--- src/inc/adb_pkg.sv ---
/*
 * constants for the address decoder, bit-band alias and external memory port.
 * assumes a single bus clock at 40 MHz and a synchronous active-high reset.
 */
// Summary of operation
// external access lasts exactly four bus cycles
// one external memory kind configured at once
// at most 24 address bits, external region
// external data bus 8 or 16 bits
// fetch from external only when 16 bits
// alias write sets/clears one SRAM bit
// alias read returns mapped bit in bit0
// alias 0x22000000 mirrors 1 MB at 0x20000000
// unaligned word and half-word accesses accepted
// code buses only reach code range
// system bus reaches SRAM, peripherals, external, upper
// system bus fetches allowed in SRAM region
// system control via private peripheral bus
// code region is lowest 0.5 GB
// one target select, external gets low bits
package adb_pkg;
    localparam logic [31:0] CODE_TOP      = 32'h1FFFFFFF;
    localparam logic [31:0] SRAM_BASE     = 32'h20000000;
    localparam logic [31:0] SRAM_TOP      = 32'h3FFFFFFF;
    localparam logic [31:0] BB_BASE       = 32'h20000000;
    localparam logic [31:0] BB_TOP        = 32'h200FFFFF;
    localparam logic [31:0] ALIAS_BASE    = 32'h22000000;
    localparam logic [31:0] ALIAS_TOP     = 32'h23FFFFFF;
    localparam logic [31:0] PERI_BASE     = 32'h40000000;
    localparam logic [31:0] PERI_TOP      = 32'h5FFFFFFF;
    localparam logic [31:0] XRAM_BASE     = 32'h60000000;
    localparam logic [31:0] XRAM_TOP      = 32'h9FFFFFFF;
    localparam logic [31:0] XPER_BASE     = 32'hA0000000;
    localparam logic [31:0] XPER_TOP      = 32'hDFFFFFFF;
    localparam logic [31:0] PRIV_BASE     = 32'hE0000000;
    localparam logic [31:0] PRIV_TOP      = 32'hE00FFFFF;
    localparam logic [31:0] UPPER_BASE    = 32'hE0100000;
    localparam int          XADDR_W       = 24;
    localparam int          XMEM_CYCLES   = 4;
    localparam logic [2:0]  XMEM_LAST     = 3'h3;
    localparam int          CLK_MHZ       = 40;
    typedef enum logic [7:0] {
        ADB_TGT_NONE = 8'h01,
        ADB_TGT_CODE = 8'h02,
        ADB_TGT_SRAM = 8'h04,
        ADB_TGT_PERI = 8'h08,
        ADB_TGT_XMEM = 8'h10,
        ADB_TGT_XPER = 8'h20,
        ADB_TGT_PRIV = 8'h40,
        ADB_TGT_UPPR = 8'h80
    } adb_tgt_t;
    typedef enum logic [3:0] {
        ADB_ST_IDLE = 4'h1,
        ADB_ST_XMEM = 4'h2,
        ADB_ST_BBRD = 4'h4,
        ADB_ST_BBWR = 4'h8
    } adb_state_t;
endpackage

--- src/adb_fabric.sv ---
/*
 * address decoder, bus selection, bit-band alias and external memory window.
 * assumes the core buses hold a request until ready_o; single bus clock domain.
 */
`timescale 1ns/1ps
module adb_fabric (
    // clock and reset
    input  wire logic                      sys_clk_i,
    input  wire logic                      rst_i,
    // static configuration
    input  wire logic                      xmem_wide_i,
    input  wire logic                      xmem_sync_i,
    // upstream request: bus select 0 code-instr, 1 code-data, 2 system, 3 private
    input  wire logic                      req_i,
    input  wire logic [1:0]                bus_sel_i,
    input  wire logic                      fetch_i,
    input  wire logic                      we_i,
    input  wire logic [1:0]                size_i,
    input  wire logic [31:0]               addr_i,
    input  wire logic [31:0]               wdata_i,
    output logic                           ready_o,
    output logic                           err_o,
    output logic [31:0]                    rdata_o,
    // downstream target selects and shared signals
    output adb_pkg::adb_tgt_t              tgt_o,
    output logic                           tgt_req_o,
    output logic                           tgt_we_o,
    output logic [31:0]                    tgt_addr_o,
    output logic [31:0]                    tgt_wdata_o,
    output logic [3:0]                     tgt_be_o,
    input  wire logic                      tgt_ready_i,
    input  wire logic [31:0]               tgt_rdata_i,
    // sram port used by the bit-band engine
    output logic                           bb_req_o,
    output logic                           bb_we_o,
    output logic [31:0]                    bb_addr_o,
    output logic [31:0]                    bb_wdata_o,
    input  wire logic                      bb_ready_i,
    input  wire logic [31:0]               bb_rdata_i,
    // external memory pins
    output logic [adb_pkg::XADDR_W-1:0]    xaddr_o,
    output logic [15:0]                    xdata_o,
    output logic [15:0]                    xdata_oe_n_o,
    input  wire logic [15:0]               xdata_i,
    output logic                           xcs_o,
    output logic                           xwe_o,
    output logic                           xoe_o,
    output logic                           xsync_o
);
    import adb_pkg::*;

    adb_state_t  st_r;
    adb_tgt_t    tgt_nxt;
    logic        alias_hit;
    logic        legal;
    logic [31:0] bb_word_addr;
    logic [4:0]  bb_bit;
    logic        x_req;
    logic        x_done;
    logic [15:0] x_rdata;
    logic [3:0]  be_nxt;
    logic        bb_phase_r;
    logic [31:0] bb_hold_r;

    // region decode: exactly one select per access
    always_comb begin
        tgt_nxt = ADB_TGT_NONE;
        if (addr_i <= CODE_TOP) begin
            tgt_nxt = ADB_TGT_CODE;
        end else if (addr_i <= SRAM_TOP) begin
            tgt_nxt = ADB_TGT_SRAM;
        end else if (addr_i <= PERI_TOP) begin
            tgt_nxt = ADB_TGT_PERI;
        end else if (addr_i <= XRAM_TOP) begin
            tgt_nxt = ADB_TGT_XMEM;
        end else if (addr_i <= XPER_TOP) begin
            tgt_nxt = ADB_TGT_XPER;
        end else if (addr_i <= PRIV_TOP) begin
            tgt_nxt = ADB_TGT_PRIV;
        end else begin
            tgt_nxt = ADB_TGT_UPPR;
        end
    end

    // bus legality per region
    always_comb begin
        legal = 1'b0;
        if (bus_sel_i == 2'h0 || bus_sel_i == 2'h1) begin
            legal = (tgt_nxt == ADB_TGT_CODE);
        end else if (bus_sel_i == 2'h2) begin
            if (fetch_i)
                legal = (tgt_nxt == ADB_TGT_SRAM) ||
                        (tgt_nxt == ADB_TGT_XMEM && xmem_wide_i);
            else
                legal = (tgt_nxt != ADB_TGT_CODE) && (tgt_nxt != ADB_TGT_PRIV);
        end else begin
            legal = (tgt_nxt == ADB_TGT_PRIV);
        end
    end

    // alias word n maps to sram bit n: 4 bytes per bit
    assign alias_hit    = (addr_i >= ALIAS_BASE) && (addr_i <= ALIAS_TOP);
    assign bb_word_addr = BB_BASE + {12'h000, addr_i[24:7], 2'b00};
    assign bb_bit       = addr_i[6:2];

    // byte enables; unaligned accesses pass with only the lanes they touch inside the addressed word
    always_comb begin
        be_nxt = 4'hF;
        if (size_i == 2'h0)
            be_nxt = 4'h1 << addr_i[1:0];
        else if (size_i == 2'h1)
            be_nxt = (addr_i[1:0] == 2'h3) ? 4'h8 : (4'h3 << addr_i[1:0]);
        else
            be_nxt = 4'hF << addr_i[1:0];
    end

    // request state machine
    always_ff @(posedge sys_clk_i) begin
        if (rst_i) begin
            st_r <= ADB_ST_IDLE;
        end else begin
            case (st_r)
                ADB_ST_IDLE: begin
                    if (req_i && legal && tgt_nxt == ADB_TGT_XMEM)
                        st_r <= ADB_ST_XMEM;
                    else if (req_i && legal && alias_hit)
                        st_r <= we_i ? ADB_ST_BBWR : ADB_ST_BBRD;
                end
                ADB_ST_XMEM: begin
                    if (x_done) st_r <= ADB_ST_IDLE;
                end
                ADB_ST_BBRD: begin
                    if (bb_ready_i) st_r <= ADB_ST_IDLE;
                end
                ADB_ST_BBWR: begin
                    if (bb_ready_i && bb_phase_r) st_r <= ADB_ST_IDLE;
                end
                default: st_r <= ADB_ST_IDLE;
            endcase
        end
    end

    // bit-band read-modify-write: read phase then write phase, not interruptible
    always_ff @(posedge sys_clk_i) begin
        if (rst_i) begin
            bb_phase_r <= 1'b0;
            bb_hold_r  <= 32'h00000000;
        end else if (st_r == ADB_ST_BBWR && bb_ready_i && !bb_phase_r) begin
            bb_phase_r <= 1'b1;
            bb_hold_r  <= wdata_i[0] ? (bb_rdata_i | (32'h00000001 << bb_bit))
                                     : (bb_rdata_i & ~(32'h00000001 << bb_bit));
        end else if (st_r != ADB_ST_BBWR) begin
            bb_phase_r <= 1'b0;
        end
    end

    assign bb_req_o   = (st_r == ADB_ST_BBRD) || (st_r == ADB_ST_BBWR);
    assign bb_we_o    = (st_r == ADB_ST_BBWR) && bb_phase_r;
    assign bb_addr_o  = bb_word_addr;
    assign bb_wdata_o = bb_hold_r;

    // plain targets pass straight through; external window gets low bits only
    assign tgt_o       = (req_i && legal && !alias_hit && tgt_nxt != ADB_TGT_XMEM) ? tgt_nxt : ADB_TGT_NONE;
    assign tgt_req_o   = (st_r == ADB_ST_IDLE) && (tgt_o != ADB_TGT_NONE);
    assign tgt_we_o    = we_i;
    assign tgt_addr_o  = addr_i;
    assign tgt_wdata_o = wdata_i;
    assign tgt_be_o    = be_nxt;
    assign x_req       = (st_r == ADB_ST_IDLE) && req_i && legal && (tgt_nxt == ADB_TGT_XMEM);

    // one memory kind at a time: a single static sync/async strap
    assign xsync_o = xmem_sync_i;

    adb_xmem_port #(
        .ADDR_W (XADDR_W)
    ) u_xmem (
        .sys_clk_i    (sys_clk_i),
        .rst_i        (rst_i),
        .req_i        (x_req),
        .we_i         (we_i),
        .addr_i       (addr_i[XADDR_W-1:0]),
        .wdata_i      (wdata_i[15:0]),
        .wide_i       (xmem_wide_i),
        .done_o       (x_done),
        .rdata_o      (x_rdata),
        .xaddr_o      (xaddr_o),
        .xdata_o      (xdata_o),
        .xdata_oe_n_o (xdata_oe_n_o),
        .xdata_i      (xdata_i),
        .xcs_o        (xcs_o),
        .xwe_o        (xwe_o),
        .xoe_o        (xoe_o)
    );

    // response mux: illegal bus/region answers at once with an error
    always_comb begin
        ready_o = 1'b0;
        err_o   = 1'b0;
        rdata_o = 32'h00000000;
        if (st_r == ADB_ST_IDLE && req_i && !legal) begin
            ready_o = 1'b1;
            err_o   = 1'b1;
        end else if (st_r == ADB_ST_XMEM) begin
            ready_o = x_done;
            rdata_o = {16'h0000, x_rdata};
        end else if (st_r == ADB_ST_BBRD) begin
            ready_o = bb_ready_i;
            rdata_o = {31'h00000000, bb_rdata_i[bb_bit]};
        end else if (st_r == ADB_ST_BBWR) begin
            ready_o = bb_ready_i && bb_phase_r;
        end else if (tgt_req_o) begin
            ready_o = tgt_ready_i;
            rdata_o = tgt_rdata_i;
        end
    end

    a_code_bus_only: assert property (@(posedge sys_clk_i) disable iff (rst_i)
        (req_i && bus_sel_i[1] == 1'b0 && addr_i > CODE_TOP && st_r == ADB_ST_IDLE) |-> err_o)
        else $error("code bus reached outside code range");
    a_priv_no_sys: assert property (@(posedge sys_clk_i) disable iff (rst_i)
        (req_i && bus_sel_i == 2'h2 && tgt_nxt == ADB_TGT_PRIV && st_r == ADB_ST_IDLE) |-> err_o)
        else $error("system bus reached private registers");
    a_narrow_nofetch: assert property (@(posedge sys_clk_i) disable iff (rst_i)
        (st_r == ADB_ST_IDLE && req_i && fetch_i && tgt_nxt == ADB_TGT_XMEM && !xmem_wide_i) |-> !x_req)
        else $error("fetch from narrow external memory");
    a_sys_sram_fetch: assert property (@(posedge sys_clk_i) disable iff (rst_i)
        (st_r == ADB_ST_IDLE && req_i && bus_sel_i == 2'h2 && fetch_i && tgt_nxt == ADB_TGT_SRAM) |-> !err_o)
        else $error("system fetch in sram refused");
    a_sys_data_ok: assert property (@(posedge sys_clk_i) disable iff (rst_i)
        (st_r == ADB_ST_IDLE && req_i && bus_sel_i == 2'h2 && !fetch_i && addr_i >= UPPER_BASE) |-> !err_o)
        else $error("system data access to upper range refused");
    a_bb_set_bit: assert property (@(posedge sys_clk_i) disable iff (rst_i)
        (bb_we_o && bb_ready_i) |-> (bb_wdata_o[bb_bit] == wdata_i[0]))
        else $error("alias write did not place bit");
    a_bb_read_bit: assert property (@(posedge sys_clk_i) disable iff (rst_i)
        (st_r == ADB_ST_BBRD && bb_ready_i) |-> (rdata_o == {31'h00000000, bb_rdata_i[bb_bit]}))
        else $error("alias read wrong");
    a_bb_map_addr: assert property (@(posedge sys_clk_i) disable iff (rst_i)
        bb_req_o |-> (bb_addr_o >= BB_BASE && bb_addr_o <= BB_TOP && bb_addr_o[1:0] == 2'b00))
        else $error("alias mapped outside bit-band sram");
    a_one_select: assert property (@(posedge sys_clk_i) disable iff (rst_i)
        $onehot(tgt_o) && !(tgt_req_o && x_req))
        else $error("more than one target selected");
    a_xmem_sync_st: assert property (@(posedge sys_clk_i) disable iff (rst_i)
        xcs_o |-> $stable(xsync_o))
        else $error("memory kind changed during access");
    a_unaligned_ok: assert property (@(posedge sys_clk_i) disable iff (rst_i)
        (st_r == ADB_ST_IDLE && req_i && legal && size_i != 2'h0 && addr_i[1:0] != 2'h0) |-> !err_o)
        else $error("unaligned access refused");
    a_code_low: assert property (@(posedge sys_clk_i) disable iff (rst_i)
        (tgt_o == ADB_TGT_CODE) |-> (addr_i <= CODE_TOP))
        else $error("code select above code region");
    a_xaddr_low: assert property (@(posedge sys_clk_i) disable iff (rst_i)
        x_req |=> (xaddr_o == $past(addr_i[XADDR_W-1:0])))
        else $error("external address not low bits");

    c_xmem_read: cover property (@(posedge sys_clk_i) disable iff (rst_i) x_req && !we_i ##4 x_done);
    c_bb_write:  cover property (@(posedge sys_clk_i) disable iff (rst_i) st_r == ADB_ST_BBWR ##[1:8] st_r == ADB_ST_IDLE);
    c_bb_read:   cover property (@(posedge sys_clk_i) disable iff (rst_i) st_r == ADB_ST_BBRD && bb_ready_i);
    c_bus_error: cover property (@(posedge sys_clk_i) disable iff (rst_i) err_o);
endmodule

--- src/adb_xmem_port.sv ---
/*
 * external memory port: fixed four-cycle access sequencer.
 * assumes requests come from the decoder on the same clock, one at a time.
 */
`timescale 1ns/1ps
module adb_xmem_port #(
    parameter int ADDR_W = 24
) (
    // clock and reset
    input  wire logic              sys_clk_i,
    input  wire logic              rst_i,
    // request from decoder
    input  wire logic              req_i,
    input  wire logic              we_i,
    input  wire logic [ADDR_W-1:0] addr_i,
    input  wire logic [15:0]       wdata_i,
    input  wire logic              wide_i,
    output logic                   done_o,
    output logic [15:0]            rdata_o,
    // external memory pins
    output logic [ADDR_W-1:0]      xaddr_o,
    output logic [15:0]            xdata_o,
    output logic [15:0]            xdata_oe_n_o,
    input  wire logic [15:0]       xdata_i,
    output logic                   xcs_o,
    output logic                   xwe_o,
    output logic                   xoe_o
);
    import adb_pkg::*;

    // elaboration check: the port never drives more pins than the external window allows
    if (ADDR_W < 1 || ADDR_W > XADDR_W) begin : g_bad_width
        $error("external address width out of range");
    end

    logic [2:0]  cnt_r;
    logic        busy_r;
    logic [15:0] xd_s1_r;
    logic [15:0] xd_s2_r;

    // access counter: every access spans exactly four bus cycles
    always_ff @(posedge sys_clk_i) begin
        if (rst_i) begin
            busy_r <= 1'b0;
            cnt_r  <= 3'h0;
        end else if (!busy_r && req_i) begin
            busy_r <= 1'b1;
            cnt_r  <= 3'h0;
        end else if (busy_r) begin
            cnt_r  <= cnt_r + 3'h1;
            if (cnt_r == XMEM_LAST) busy_r <= 1'b0;
        end
    end

    // pin drive, held for the whole access
    always_ff @(posedge sys_clk_i) begin
        if (rst_i) begin
            xaddr_o      <= '0;
            xdata_o      <= 16'h0000;
            xdata_oe_n_o <= 16'hFFFF;
            xcs_o        <= 1'b0;
            xwe_o        <= 1'b0;
            xoe_o        <= 1'b0;
        end else if (!busy_r && req_i) begin
            xaddr_o      <= addr_i;
            xdata_o      <= wide_i ? wdata_i : {8'h00, wdata_i[7:0]};
            xdata_oe_n_o <= we_i ? (wide_i ? 16'h0000 : 16'hFF00) : 16'hFFFF;
            xcs_o        <= 1'b1;
            xwe_o        <= we_i;
            xoe_o        <= !we_i;
        end else if (busy_r && cnt_r == XMEM_LAST) begin
            xdata_oe_n_o <= 16'hFFFF;
            xcs_o        <= 1'b0;
            xwe_o        <= 1'b0;
            xoe_o        <= 1'b0;
        end
    end

    // read data pins cross from the outside world: two stages
    always_ff @(posedge sys_clk_i) begin
        if (rst_i) begin
            xd_s1_r <= 16'h0000;
            xd_s2_r <= 16'h0000;
            rdata_o <= 16'h0000;
        end else begin
            xd_s1_r <= xdata_i;
            xd_s2_r <= xd_s1_r;
            // captured one cycle early so the word already stands while done_o is high
            if (busy_r && cnt_r == XMEM_LAST - 3'h1)
                rdata_o <= wide_i ? xd_s2_r : {8'h00, xd_s2_r[7:0]};
        end
    end

    assign done_o = busy_r && (cnt_r == XMEM_LAST);

    a_xmem_four_cyc: assert property (@(posedge sys_clk_i) disable iff (rst_i)
        (!busy_r && req_i) |=> xcs_o [*4] ##1 !xcs_o)
        else $error("external access not four cycles");
    a_xmem_done_pos: assert property (@(posedge sys_clk_i) disable iff (rst_i)
        (!busy_r && req_i) |-> ##4 done_o)
        else $error("external done not at fourth cycle");
endmodule

--- config.mk ---
export PLATFORM = sky130hd
export DESIGN_NAME = adb_fabric
export DESIGN_NICKNAME = d
export VERILOG_FILES = /design/src/inc/adb_pkg.sv /design/src/adb_fabric.sv /design/src/adb_xmem_port.sv
export SDC_FILE = /design/constraint.sdc
export NUM_CORES = 1
export LEC_CHECK = 0
export BUFFER_PORTS_ARGS = -buffer_cell sky130_fd_sc_hd__buf_4
export CORE_AREA = 2 2 153 155
export DETAILED_ROUTE_END_ITERATION = 10
export DIE_AREA = 0 0 155 157
export GPL_TIMING_DRIVEN = 0
export PLACE_DENSITY = 0.6
export SLEW_MARGIN = 20
export SYNTH_ARGS = -nofsm -noshare
export SYNTH_HDL_FRONTEND = slang
export SYNTH_HIERARCHICAL = 1
export SYNTH_SLANG_ARGS = --single-unit
--- constraint.sdc ---
create_clock -name sys_clk_i -period 4.4 [get_ports sys_clk_i]
set_input_delay 0.22 -clock sys_clk_i [delete_from_list [all_inputs] [get_ports sys_clk_i]]
set_output_delay 0.22 -clock sys_clk_i [all_outputs]
set_load 0.01 [all_outputs]
## Word level (Yosys, flattened, before mapping)

Index checks and enable logic that the tools add are counted.

- Output and inout bits: 238
- Input port bits: 157
- Logic and storage cells: 138
- Flip-flop bits (word level): 148

- Shifts and indexed selects: 4
- Order comparisons: 9
- Reduce and logical (&&, ||, !) cells: 34
- Mux-type cells: 49
- Add/subtract/negate cells: 2
- Bitwise operators: 3
- Equal/unequal tests: 23

Operator list:

| kind | number |
|---|---|
| 32-bit two-way mux | 6 |
| 32-bit <= comparator (second input constant) | 3 |
| 16-bit two-way mux | 6 |
| 32-bit by 30-bit <= comparator with 1-bit output (second input constant) | 2 |
| 8-bit two-way mux | 7 |
| 4-bit two-way mux | 9 |
| 32-bit AND | 1 |
| 32-bit by 30-bit greater-or-equal comparator with 1-bit output (second input constant) | 1 |
| 32-bit by 29-bit <= comparator with 1-bit output (second input constant) | 1 |
| 32-bit by 31-bit <= comparator with 1-bit output (second input constant) | 1 |
| 32-bit NOT | 1 |
| 32-bit OR | 1 |
| 1-bit by 5-bit << shifter with 32-bit output (first input constant) | 1 |
| 30-bit by 20-bit adder with 31-bit output (first input constant) | 1 |
| 1-bit logical AND | 20 |
| 1-bit two-way mux | 19 |
| 4-bit case mux with 4 select lines | 1 |
| 8-bit by 2-bit equality test with 1-bit output (second input constant) | 1 |
| 8-bit by 3-bit equality test with 1-bit output (second input constant) | 1 |
| 8-bit by 5-bit equality test with 1-bit output (second input constant) | 1 |
| 8-bit by 7-bit equality test with 1-bit output (second input constant) | 1 |
| 8-bit by 1-bit != test with 1-bit output (second input constant) | 1 |
| 8-bit by 2-bit != test with 1-bit output (second input constant) | 1 |
| 8-bit by 5-bit != test with 1-bit output (second input constant) | 1 |
| other kinds (24) | 36 |

## Depth between registers and ports, before layout

Gate-level depths: netlist of run 1.

- Word-level depth: 24
- Mapped depth: 13
- Depth with buffers taken out: 8

## Hierarchy

Netlist of run 1, hierarchy kept.

By module, submodules not included:

| module | area each (um^2) | times used | cells each |
|---|---|---|---|
| adb_fabric | 3714.8 | 1 | 488 |
| adb_xmem_port | 3573.4 | 1 | 380 |

## Least setup slack after synthesis of run 1

OpenSTA, ideal clock, no wires.

- Kind: in2reg
- Start point: input addr_i[29]
- End point: register u_xmem.xdata_o[11]
- Path buffers: 5
- Data arrival time: 2336 ps
- Required time: 4331 ps
- Setup slack: 1995 ps
- Cell stages on the path: 13
- Path through: buf_6 -> nand2b_4 -> a211o_1 -> a211o_1 -> a2bb2oi_2 -> buf_6 -> nor3_2 -> buf_6 -> nor2b_4 -> buf_6 -> buf_12 -> nand3_2 -> a21oi_2

- Word-level cells in the longest chain between the ends: 16
- Elaborated cells between the ends (all ways): 27
- Those cells by class: 6 x order compare; 6 x eq/ne; 9 x mux; 6 x reduce/logical

Ends and longest elaborated chain:

| item | line | source |
|---|---|---|
| start, declared | adb_fabric.sv:19 | `input wire logic [31:0] addr_i,` |
| 32-bit <= comparator | adb_fabric.sv:78 | `end else if (addr_i <= PRIV_TOP) begin` |
| 8-bit two-way mux | adb_fabric.sv:78 |  |
| 8-bit two-way mux | adb_fabric.sv:76 | `end else if (addr_i <= XPER_TOP) begin` |
| 8-bit two-way mux | adb_fabric.sv:74 | `end else if (addr_i <= XRAM_TOP) begin` |
| 8-bit two-way mux | adb_fabric.sv:72 | `end else if (addr_i <= PERI_TOP) begin` |
| 8-bit two-way mux | adb_fabric.sv:70 | `end else if (addr_i <= SRAM_TOP) begin` |
| 8-bit two-way mux (*) | adb_fabric.sv:68 | `if (addr_i <= CODE_TOP) begin` |
| 8-bit by 5-bit equality test with 1-bit output | adb_fabric.sv:93, adb_fabric.sv:169 |  |
| 1-bit logical AND | adb_fabric.sv:93 | `(tgt_nxt == ADB_TGT_XMEM && xmem_wide_i);` |
| 1-bit logical OR | adb_fabric.sv:92 | `legal = (tgt_nxt == ADB_TGT_SRAM) \|\|` |
| 1-bit two-way mux | adb_fabric.sv:91 | `if (fetch_i)` |
| 1-bit two-way mux | adb_fabric.sv:90 | `end else if (bus_sel_i == 2'h2) begin` |
| 1-bit two-way mux | adb_fabric.sv:88 | `if (bus_sel_i == 2'h0 \|\| bus_sel_i == 2'h1) begin` |
| 1-bit logical AND | adb_fabric.sv:169 | `assign x_req = (st_r == ADB_ST_IDLE) && req_i && legal && (tgt_nxt == ADB_TGT_XMEM);` |
| 1-bit logical AND (*) | adb_fabric.sv:169 |  |
| named net x_req | adb_fabric.sv:58 | `logic x_req;` |
| 1-bit logical AND (*) | adb_xmem_port.sv:64 | `end else if (!busy_r && req_i) begin` |
| end signal, assigned | adb_xmem_port.sv:66 | `xdata_o <= wide_i ? wdata_i : {8'h00, wdata_i[7:0]};` |
| end, declared | adb_xmem_port.sv:22 | `output logic [15:0] xdata_o,` |

Mark *: on every way through the listed nets, which the timed path passes. The rest lies on a longest branch.
A chain may end at the register's enable or synchronous reset.

## Worst setup path in the final report of run 1

- Start point: input addr_i[5]
- End point: output rdata_o[0]

- Word-level cells in the longest chain between the ends: 24
- Elaborated cells between the ends (all ways): 44
- Those cells by class: 8 x order compare; 8 x eq/ne; 17 x mux; 11 x reduce/logical

Ends and longest elaborated chain:

| item | line | source |
|---|---|---|
| 32-bit <= comparator | adb_fabric.sv:78 |  |
| 8-bit two-way mux | adb_fabric.sv:78 |  |
| 8-bit two-way mux | adb_fabric.sv:76 |  |
| 8-bit two-way mux | adb_fabric.sv:74 |  |
| 8-bit two-way mux | adb_fabric.sv:72 |  |
| 8-bit two-way mux | adb_fabric.sv:70 |  |
| 8-bit two-way mux | adb_fabric.sv:68 |  |
| 8-bit by 5-bit equality test with 1-bit output | adb_fabric.sv:93 |  |
| [... 8 more ...] | n/a |  |
| 8-bit two-way mux | adb_fabric.sv:163 | `assign tgt_o = (req_i && legal && !alias_hit && tgt_nxt != ADB_TGT_XMEM) ? tgt_nxt : ADB_TGT_NONE;` |
| 8-bit by 1-bit != test with 1-bit output | adb_fabric.sv:164 | `assign tgt_req_o = (st_r == ADB_ST_IDLE) && (tgt_o != ADB_TGT_NONE);` |
| 1-bit logical AND | adb_fabric.sv:164 |  |
| 32-bit two-way mux | adb_fabric.sv:211 | `end else if (tgt_req_o) begin` |
| 32-bit two-way mux | adb_fabric.sv:209 | `end else if (st_r == ADB_ST_BBWR) begin` |
| 32-bit two-way mux | adb_fabric.sv:206 | `end else if (st_r == ADB_ST_BBRD) begin` |
| 32-bit two-way mux | adb_fabric.sv:203 | `end else if (st_r == ADB_ST_XMEM) begin` |
| 32-bit two-way mux (*) | adb_fabric.sv:200 | `if (st_r == ADB_ST_IDLE && req_i && !legal) begin` |
| end, declared | adb_fabric.sv:23 | `output logic [31:0] rdata_o,` |

Every way passes the cells marked *; elsewhere a longest branch is shown, timed or not. The select of a mux whose other input is x is not followed.

==> results of run 1 <==
-- registers in the layout (all words and copies together), names as in the netlist --
signal	count
bb_wdata_o	32
u_xmem/xaddr_o	24
u_xmem/rdata_o	16
u_xmem/xd_s1_r	16
u_xmem/xd_s2_r	16
u_xmem/xdata_o	16
st_r	4
u_xmem/cnt_r	3
u_xmem/xdata_oe_n_o	2
bb_phase_r	1
u_xmem/busy_r	1
u_xmem/xcs_o	1
u_xmem/xoe_o	1
u_xmem/xwe_o	1
-- cell type report --
| class | instances | area, um2 | share of cell area (%) |
|---|---|---|---|
| inverter | 11 | 41.3 | 0.370 |
| buffer | 178 | 1280 | 11.5 |
| tap | 285 | 357 | 3.20 |
| clock inverter | 15 | 198 | 1.77 |
| sequential | 134 | 2680 | 24.1 |
| clock buffer | 17 | 425 | 3.82 |
| multi-input combinational | 558 | 3340 | 30.0 |
| timing repair buffer | 372 | 2820 | 25.3 |
-- where the power goes --
part | switching, W | leakage (nW) | total, W | internal (W)
combinational | 0.000282 | 3.58 | 0.000606 | 0.000324
clock | 0.000633 | 0.305 | 0.00151 | 0.000873
sequential | 0.0000118 | 1.09 | 0.00125 | 0.00124
-- stage by stage --
| step | hold WS [ps] | utilization, % | total power [W] |
|---|---|---|---|
| after floorplan | 348 | - | 0.00157 |
| after global placement | 417 | 46.2 | 0.00187 |
| after detailed placement | 420 | 46.3 | 0.00187 |
| after CTS | 0.184 | 49.5 | 0.00340 |
| after global routing | 11.1 | 49.5 | 0.00350 |
| final | 18.4 | 49.5 | 0.00336 |
-- how the worst max path moves through the flow --
stage | end | slack (ps) | depth (start not counted) | from
after floorplan | u_xmem/xdata_o[11]$_SDFFE_PP0P_ | 1990 | 13 | addr_i[29]
after global placement | u_xmem/xaddr_o[14]$_SDFFE_PP0P_ | 1360 | 13 | addr_i[28]
after detailed placement | u_xmem/xaddr_o[16]$_SDFFE_PP0P_ | 1360 | 13 | addr_i[28]
after CTS | rdata_o[0] | 1530 | 9 | addr_i[5]
after global routing | rdata_o[0] | 1390 | 9 | addr_i[5]
final | rdata_o[0] | 1500 | 9 | addr_i[5]
-- routing by layer --
metal	track usage [%]	vias up
li1	-	3637
met1	27.6	3375
met2	34.5	292
met3	3.94	21
met4	5.11	0
met5	0	-
-- logic make-up after synthesis --
| family | count (synthesis) | synth area share [%] |
|---|---|---|
| multiplexers | 24 | 4.02 |
| adder cells (fa/ha/maj) | 9 | 1.55 |
| AO/OA/AOI/OAI | 163 | 15.6 |
| buffers and inverters | 189 | 18.1 |
| XOR/XNOR | 1 | 0.120 |
| flip-flops | 134 | 36.8 |
| AND/OR/NAND/NOR | 346 | 23.7 |
| other | 2 | 0.103 |
-- what timing repair did --
| item | 4_1_cts | 5_1_grt |
|---|---|---|
| endpoints found under the setup margin | 0 | 0 |
| buffers inserted | 0 | 0 |
| hold endpoints to repair | 11 | 0 |
| hold buffers | 11 | 0 |
-- cells in the mapped netlist (11+ instances only) --
library cell,count
a211oi_1,12
a21oi_1,53
a21oi_2,15
a311oi_1,23
and2_1,17
buf_2,14
buf_4,121
clkbuf_1,27
dfxtp_1,134
inv_1,11
mux2i_1,18
nand2_1,141
nand3_1,27
nor2_1,60
nor2b_1,40
o21ai_0,24
==> impl_metrics.csv, run 1 <==
group,metric,value,unit
outcome,status,"completed",
drt,dr_total_vias,7325,
cells_and_area,synthToLayoutAreaGrowth,52.9,%
die,num_io_pins,395,
clock_tree,root_buffer,"clkbuf_16",
cells_and_area,final_cell_mix,"buf_4, nand2_1, dfxtp_1, nor2_1, a21oi_1",
drt,dr.max_layer_used,"met4",
critical_path,reg2reg_slack,1990,ps
drt,wl_per_cell,17.0,um
timing,setup_viol,0,
pwr,power.leakage,4.97,nW
critical_path,worstSetupStartpointType,"input port",
timing,grt_setup_unrepaired,"false",
die,die-area,0.0243,mm2
critical_path,crit_arrival,2680,ps
logic_synthesis,synth_edf_count,0,
timing,max_freq,0.344,GHz
placement,place_ws,1360,ps
timing,tns,0,ps
drt,viasPerCell,4.67,
cells_and_area,final_common_cell,"buf_4",
clock_tree,max-clock-path-buffers,2,
placement,place_area,0.0104,mm2
clock_tree,cts_sinks,134,
drt,drtAntennaViolNets,0,
flow_run,maxCapViolations,0,
drt,met3_length,1.51,mm
die,die_w,155,um
critical_path,worstPathCellList,"buf_4 > clkbuf_1 > buf_2 > clkbuf_1 > mux2i_1 > nor4_1 > nor4_1 > a221oi_2 > buf_4",
drt,drc_errors,0,
logic_synthesis,yosys.area.top_type,"dfxtp_1",
pwr,vdd_drop_max,0.204,mV
drt,wl_met2,12.9,mm
hold_path,hold_start,"xdata_i[1]",
placement,dpl.cell_count,1527,
timing,fin_skew,10.8,ps
die,coreArea,0.0225,mm2
critical_path,path_max_fanout,10,
critical_path,r2r_end,"u_xmem/xaddr_o[15]$_SDFFE_PP0P_",
grt,grt_max_degree,17,
logic_synthesis,synth_top_cell_area_share,36.8,%
critical_path,worst_setup_path_end_kind,"output port",
grt,grt.overflow.total,0,
timing,min_period,2900,ps
die,die_y,157,um
logic_synthesis,syn_inst,868,
critical_path,reg2reg_depth,8,
hold_path,hold_end,"u_xmem/xd_s1_r[1]$_SDFF_PP0_",
logic_synthesis,async_reset_ff_share,0,%
clock_tree,cts-htree-levels,4,
timing,tightest_slew,869,ps
grt,antenna_found_initial,0,
drt,wl_met1,12.0,mm
clock_tree,cts-resized-gates,0,
placement,numPortBuffers,361,
logic_synthesis,ys_types,61,
die,start_util,32.4,%
logic_synthesis,avgSynthCellArea,8.40,um2
drt,drt-initial-drc-count,446,
logic_synthesis,synth_flop_cell,"dfxtp_1",
cells_and_area,final_cell_area,0.0111,mm2
cells_and_area,antenna_cells,0,
logic_synthesis,synth_area,0.00729,mm2
clock_tree,cts_tree,"done",
drt,dr.pass1.iters,5,
cells_and_area,n_fill_cell,2230,
timing,slew_violations,0,
hold_path,hold_class,"in2reg",
critical_path,rr_startpoint,"st_r[0]$_SDFFE_PP1P_",
grt,grt_pass1_vias,6715,
placement,gp_congestion,0.898,
critical_path,crit_buf_inv,5,
placement,hpwlAfterDp,21.2,mm
logic_synthesis,yosys_warnings,6,
drt,wl,26.7,mm
logic_synthesis,synth-seq-cells,134,
pwr,power.density,301,mW/mm2
timing,finalHoldViolCount,0,
critical_path,crit_type,"in2out",
timing,setup_slack,1500,ps
cells_and_area,num-nets-final,1438,
logic_synthesis,yosysSeqAreaShare,36.8,%
critical_path,cp_slowest_stage_delay,570,ps
cells_and_area,drive_gt1_share,46.4,%
critical_path,cp.required,4180,ps
timing,slew_headroom,41.8,%
clock_tree,numCtsBuffers,17,
hold_path,hold-path-cell-count,2,
cells_and_area,final_cells,1570,
grt,grtUsageTotal,20.7,%
logic_synthesis,synth_area_leaders,"dfxtp_1, buf_4, nand2_1, a21oi_1, nor2b_1",
clock_tree,clk-insertion-delay-late,420,ps
clock_tree,clkTransAtPathRegs,70,ps
die,rows,55,
timing,fin_crit_sh,66.0,%
critical_path,cpLargestDelayFamily,"buffers and inverters",
grt,grt_pass1_wl,38.7,mm
critical_path,cp_slowest_cell,"nor4_1",
No activity file was read; power rests on OpenSTA's default activity.
==> run 2, diff against run 1 <==
--- a/config.mk
+++ b/config.mk
@@ -6,11 +6,11 @@
 export NUM_CORES = 1
 export LEC_CHECK = 0
 export BUFFER_PORTS_ARGS = -buffer_cell sky130_fd_sc_hd__buf_4
-export CORE_AREA = 2 2 153 155
+export CORE_AREA = 2 2 154 156
 export DETAILED_ROUTE_END_ITERATION = 10
-export DIE_AREA = 0 0 155 157
+export DIE_AREA = 0 0 156 158
 export GPL_TIMING_DRIVEN = 0
-export PLACE_DENSITY = 0.6
+export PLACE_DENSITY = 0.61
 export SLEW_MARGIN = 20
 export SYNTH_ARGS = -nofsm -noshare
 export SYNTH_HDL_FRONTEND = slang
==> constraint.sdc (replaced) <==
create_clock -name sys_clk_i -period 2.6 [get_ports sys_clk_i]
set_input_delay 0.13 -clock sys_clk_i [delete_from_list [all_inputs] [get_ports sys_clk_i]]
set_output_delay 0.13 -clock sys_clk_i [all_outputs]
set_load 0.01 [all_outputs]
==> run 2 against run 1 <==
Against the previous run: final cell count rose by 3.8%; critical path depth fell by 4; die area rose by 1.3%; sequential cell count did not move; design area rose by 5.3%; largest cell class unchanged.
==> impl_metrics.csv, run 2 (synthesis results as in run 1) <==
group,metric,value,unit
outcome,status,"completed",
clock_tree,root_buffer,"clkbuf_16",
grt,grt.overflow.total,0,
die,num_io_pins,395,
critical_path,worst_setup_path_end_kind,"output port",
timing,finalHoldViolCount,0,
cells_and_area,drive_gt1_share,45.1,%
placement,place_ws,-144,ps
grt,grt_max_degree,17,
clock_tree,clkTransAtPathRegs,70,ps
timing,min_period,2560,ps
timing,grt_setup_unrepaired,"true",
drt,dr_total_vias,7552,
critical_path,reg2reg_slack,170,ps
drt,viasPerCell,4.63,
flow_run,maxCapViolations,0,
timing,tns,0,ps
pwr,power.leakage,5.22,nW
clock_tree,cts_sinks,134,
hold_path,hold_class,"in2reg",
critical_path,crit_arrival,2430,ps
placement,hpwlAfterDp,20.6,mm
timing,setup_viol,0,
grt,grt_pass1_wl,38.8,mm
critical_path,cp.required,2470,ps
cells_and_area,n_fill_cell,2234,
die,rows,56,
drt,wl_per_cell,16.4,um
cells_and_area,largest_reg_flops,32,
die,die-area,0.0246,mm2
critical_path,crit_type,"reg2out",
critical_path,path_max_fanout,6,
grt,antenna_found_initial,0,
timing,max_freq,0.391,GHz
drt,dr.pass1.iters,5,
timing,fin_hold_ws,14.3,ps
cells_and_area,num-nets-final,1493,
die,die_y,158,um
die,die_w,156,um
drt,drt-initial-drc-count,376,
timing,slew_violations,0,
timing,slew_headroom,47.3,%
die,coreArea,0.0231,mm2
timing,fin_skew,19.6,ps
timing,fin_crit_sh,98.5,%
cells_and_area,final_cell_mix,"buf_4, nand2_1, dfxtp_1, dlygate4sd3_1, nor2_1",
clock_tree,cts_tree,"done",
pwr,power.density,491,mW/mm2
timing,setup_slack,39.8,ps
clock_tree,numCtsBuffers,17,
clock_tree,cts-htree-levels,4,
drt,drc_errors,0,
placement,numPortBuffers,361,
cells_and_area,synthToLayoutAreaGrowth,61.1,%
clock_tree,clk-insertion-delay-late,420,ps
placement,place_area,0.0104,mm2
critical_path,worstSetupStartpointType,"flop",
grt,grt_pass1_vias,7038,
drt,wl,26.7,mm
cells_and_area,final_common_cell,"buf_4",
cells_and_area,final_cells,1630,
cells_and_area,antenna_cells,0,
die,start_util,31.6,%
placement,gp_congestion,0.924,
cells_and_area,final_cell_area,0.0117,mm2
timing,tightest_slew,785,ps
pwr,vdd_drop_max,0.341,mV
clock_tree,max-clock-path-buffers,2,
placement,dpl.cell_count,1533,
grt,grtUsageTotal,20.5,%
drt,drtAntennaViolNets,0,
[run 2: changes by cell type in the layout (fill, tap and decap cells not counted), sizes merged]
cell / delta
dlygate4sd3: +53
buf: +3
clkbuf: -1
clkinv: -1
inv: +1
[run 2: layout make-up]
type / count / area, um2 / share of cell area [%]
Buffer: 177 / 1270 / 10.9
Clock buffer: 17 / 425 / 3.62
Clock inverter: 15 / 195 / 1.66
Inverter: 11 / 41.3 / 0.352
Multi-Input combinational cell: 558 / 3370 / 28.7
Sequential cell: 134 / 2680 / 22.9
Tap cell: 290 / 363 / 3.09
Timing Repair Buffer: 428 / 3390 / 28.8
[run 2: path summary, 6_finish.rpt]
check / startpoint / end / cells after the start
max: st_r[3]$_SDFFE_PP0P_ / rdata_o[0] / 5
min: bb_rdata_i[22] / bb_wdata_o[22]$_SDFFE_PP0P_ / 3
max reg2reg: st_r[0]$_SDFFE_PP1P_ / u_xmem/xaddr_o[16]$_SDFFE_PP0P_ / 8
min reg2reg: u_xmem/xd_s1_r[0]$_SDFF_PP0_ / u_xmem/xd_s2_r[0]$_SDFF_PP0_ / 1
[run 2: per-layer routing]
layer | vias up | track usage, % | wire length [um]
met5 | - | 0 | 0
met4 | 0 | 7.86 | 690
met3 | 45 | 4.22 | 1600
met2 | 306 | 33.9 | 12800
met1 | 3453 | 26.3 | 11700
li1 | 3748 | - | -
[run 2: metrics by stage]
step | utilization (%) | total power (W)
finish | 50.9 | 0.00577
global route | 50.9 | 0.00599
CTS | 50.9 | 0.00582
detailed placement | 45.2 | 0.00317
global placement | 45.2 | 0.00316
floorplan | - | 0.00266
[run 2: repair_timing]
action,CTS,global route
endpoints found under the hold margin,64,0
resized for setup,5,3
buffers inserted,2,0
pin swaps,1,0
hold buffers,64,0
gates cloned,0,0
endpoints found under the setup margin,30,4
[run 2: worst max-delay path: stages, from the launching register on]
cell      delay (ps)
dfxtp_1          360
or4b_2           820
nor4b_2          320
nor4_2           110
a221oi_2         230
buf_4            160
[run 2: power breakdown]
| group | internal (W) | leakage (nW) | switching, W |
|---|---|---|---|
| clock network | 0.00148 | 0.304 | 0.00108 |
| logic | 0.000607 | 3.83 | 0.000490 |
| registers | 0.00209 | 1.09 | 0.0000196 |
| total | 0.00418 | 5.22 | 0.00159 |
==> run 3, diff against run 2 <==
--- a/config.mk
+++ b/config.mk
@@ -5,7 +5,7 @@
 export SDC_FILE = /design/constraint.sdc
 export NUM_CORES = 1
 export LEC_CHECK = 0
-export BUFFER_PORTS_ARGS = -buffer_cell sky130_fd_sc_hd__buf_4
+export BUFFER_PORTS_ARGS = -buffer_cell sky130_fd_sc_hd__buf_2
 export CORE_AREA = 2 2 154 156
 export DETAILED_ROUTE_END_ITERATION = 10
 export DIE_AREA = 0 0 156 158
==> run 3 against run 2 <==
Against the previous run: sequential share of layout area grew 2.0 points; routed wire length shrank 4.1%; first-iteration DRC count grew 14%; worst hold slack lost 4.5 ps; core utilization shrank 4.2 points; non-clock buffer count shrank 1; die area is the same; final cell count is essentially flat; global-route usage shrank 0.78 points; design area shrank 8.2%.
==> impl_metrics.csv, run 3 (synthesis results as in run 1) <==
group,metric,value,unit
pwr,power.density,502,mW/mm2
grt,grt_pass1_wl,37.2,mm
die,coreArea,0.0231,mm2
grt,grt_busiest_layer,"met2",
critical_path,reg2reg_slack,350,ps
pwr,power_frac_comb,17.6,%
timing,max_freq,0.388,GHz
die,start_util,31.6,%
die,die_y,158,um
clock_tree,clkTransAtPathRegs,60,ps
grt,gr-usage-met3,4.00,%
grt,met1_usage,25.2,%
clock_tree,clk-insertion-delay-late,420,ps
cells_and_area,synthToLayoutAreaGrowth,47.9,%
clock_tree,max-clock-path-buffers,2,
timing,finalHoldViolCount,0,
grt,grt_max_degree,17,
pwr,p_sw,0.00154,W
drt,wl,25.6,mm
critical_path,path_max_fanout,6,
timing,slew_headroom,43.3,%
clock_tree,root_buffer,"clkbuf_16",
placement,numPortBuffers,361,
drt,wl_per_cell,15.7,um
clock_tree,cts_sinks,134,
critical_path,crit_top_cell,"nor4_2",
placement,gp_congestion,0.914,
cells_and_area,largest_reg_flops,32,
die,die-area,0.0246,mm2
grt,grtUsageTotal,19.7,%
drt,drt-initial-drc-count,427,
cells_and_area,final_cell_mix,"buf_2, nand2_1, dfxtp_1, buf_4, nor2_1",
hold_path,hold_end,"st_r[2]$_SDFFE_PP0P_",
flow_run,maxCapViolations,0,
critical_path,cp_slowest_stage_delay,670,ps
pwr,p_clk_share,43.4,%
drt,dr.pass1.iters,5,
timing,slew_violations,0,
critical_path,worst_setup_path_end_kind,"output port",
timing,tns,0,ps
critical_path,worstSetupStartpointType,"flop",
hold_path,hold_class,"in2reg",
critical_path,cp.required,2470,ps
pwr,power.leakage,5.00,nW
timing,min_period,2580,ps
drt,dr_total_vias,7533,
hold_path,hold-path-cell-count,3,
critical_path,rr_startpoint,"st_r[0]$_SDFFE_PP1P_",
critical_path,r2r_end,"u_xmem/xaddr_o[16]$_SDFFE_PP0P_",
outcome,status,"completed",
timing,tightest_slew,844,ps
clock_tree,cts_tree,"done",
grt,grt_pass1_vias,6794,
die,num_io_pins,395,
cells_and_area,n_fill_cell,2294,
timing,fin_skew,16.7,ps
grt,use_met2,32.8,%
timing,grt_setup_unrepaired,"true",
timing,fin_crit_sh,99.1,%
pwr,seqPwrFrac,39.1,%
drt,viasPerCell,4.62,
grt,grt.overflow.total,0,
pwr,swShare,28.6,%
die,rows,56,
hold_path,hold_start,"rst_i",
grt,antenna_found_initial,0,
critical_path,crit_type,"reg2out",
clock_tree,numCtsBuffers,17,
critical_path,reg2reg_depth,8,
placement,hpwlAfterDp,19.8,mm
cells_and_area,drive_gt1_share,45.6,%
critical_path,crit_arrival,2450,ps
drt,drc_errors,0,
critical_path,cp_slowest_cell,"or4b_2",
cells_and_area,num-nets-final,1492,
critical_path,worstPathCellList,"or4b_2 > clkbuf_4 > nor4_2 > nor4_2 > a221oi_2 > buf_2",
die,die_w,156,um
cells_and_area,final_common_cell,"buf_2",
clock_tree,cts-htree-levels,4,
timing,fin_hold_ws,9.85,ps
pwr,p_int,0.00386,W
pwr,vdd_drop_max,0.381,mV
timing,setup_viol,0,
cells_and_area,antenna_cells,0,
drt,drtAntennaViolNets,0,
[run 3: cell count changes in the layout (fill, tap and decap cells not counted), sizes merged]
cell         delta
dlygate4sd3     -6
buf             +4
clkinv          +4
inv             -3
bufinv          -2
clkbuf          +2
[run 3: how the worst max path moves through the flow]
stage / end / start / cells past startpoint / slack [ps]
2_1_floorplan: u_xmem/xdata_o[11]$_SDFFE_PP0P_ / addr_i[29] / 13 / 280
3_3_place_gp: rdata_o[0] / addr_i[5] / 9 / -200
3_5_place_dp: rdata_o[0] / addr_i[5] / 9 / -210
4_1_cts: rdata_o[0] / st_r[3]$_SDFFE_PP0P_ / 6 / 5
5_1_grt: rdata_o[0] / st_r[3]$_SDFFE_PP0P_ / 6 / -70
6_report: rdata_o[0] / st_r[3]$_SDFFE_PP0P_ / 6 / 20
[run 3: what timing repair did]
action / in CTS / in global routing
endpoints found under the hold margin: 58 / 0
buffers inserted: 2 / 5
pin swaps: 1 / 1
resized for setup: 7 / 5
endpoints found under the setup margin: 30 / 25
gates cloned: 0 / 0
hold buffers: 58 / 0
[run 3: power by group through the flow]
stage | registers [W] | clock network (W) | logic [W]
finish | 0.00211 | 0.00234 | 0.000950
detailed placement | 0.00216 | 0 | 0.000868
global placement | 0.00216 | 0 | 0.000866
global route | 0.00212 | 0.00251 | 0.00103
CTS | 0.00211 | 0.00240 | 0.000949
floorplan | 0.00216 | 0 | 0.000496
[run 3: final cells by class]
cell class	count	area [um2]	share of cell area, %
Clock inverter	14	135	1.25
Buffer	178	1280	11.9
Multi-Input combinational cell	558	3380	31.4
Clock buffer	18	439	4.07
Tap cell	290	363	3.37
Timing Repair Buffer	426	2450	22.7
Sequential cell	134	2680	24.9
Inverter	11	41.3	0.383
[run 3: stage by stage]
| step | cell area (um2) | setup slack [ps] | total power [W] | cells | utilization (%) |
|---|---|---|---|---|---|
| finish | 10800 | 22.2 | 0.00541 | 1629 | 46.8 |
| global route | 10800 | -70.9 | 0.00566 | 1629 | 46.8 |
| CTS | 10700 | 4.86 | 0.00546 | 1624 | 46.5 |
| detailed placement | 9520 | -211 | 0.00303 | 1532 | 41.3 |
| global placement | 9510 | -198 | 0.00302 | 1532 | 41.2 |
| floorplan | 7340 | 285 | 0.00266 | 881 | - |
[run 3: metal layers]
metal	part of all wire, %	vias up
li1	-	3749
met1	44	3436
met2	48	307
met3	6.0	41
met4	2.6	0
met5	0	-
[run 3: critical path, delay by kind of cell (launching register included)]
| kind | cells | cell delay (ps) |
|---|---|---|
| AOI/OAI and AO/OA | 1 | 210 |
| DFF | 1 | 360 |
| buffers and inverters | 2 | 370 |
| and+or+nand+nor | 3 | 1070 |
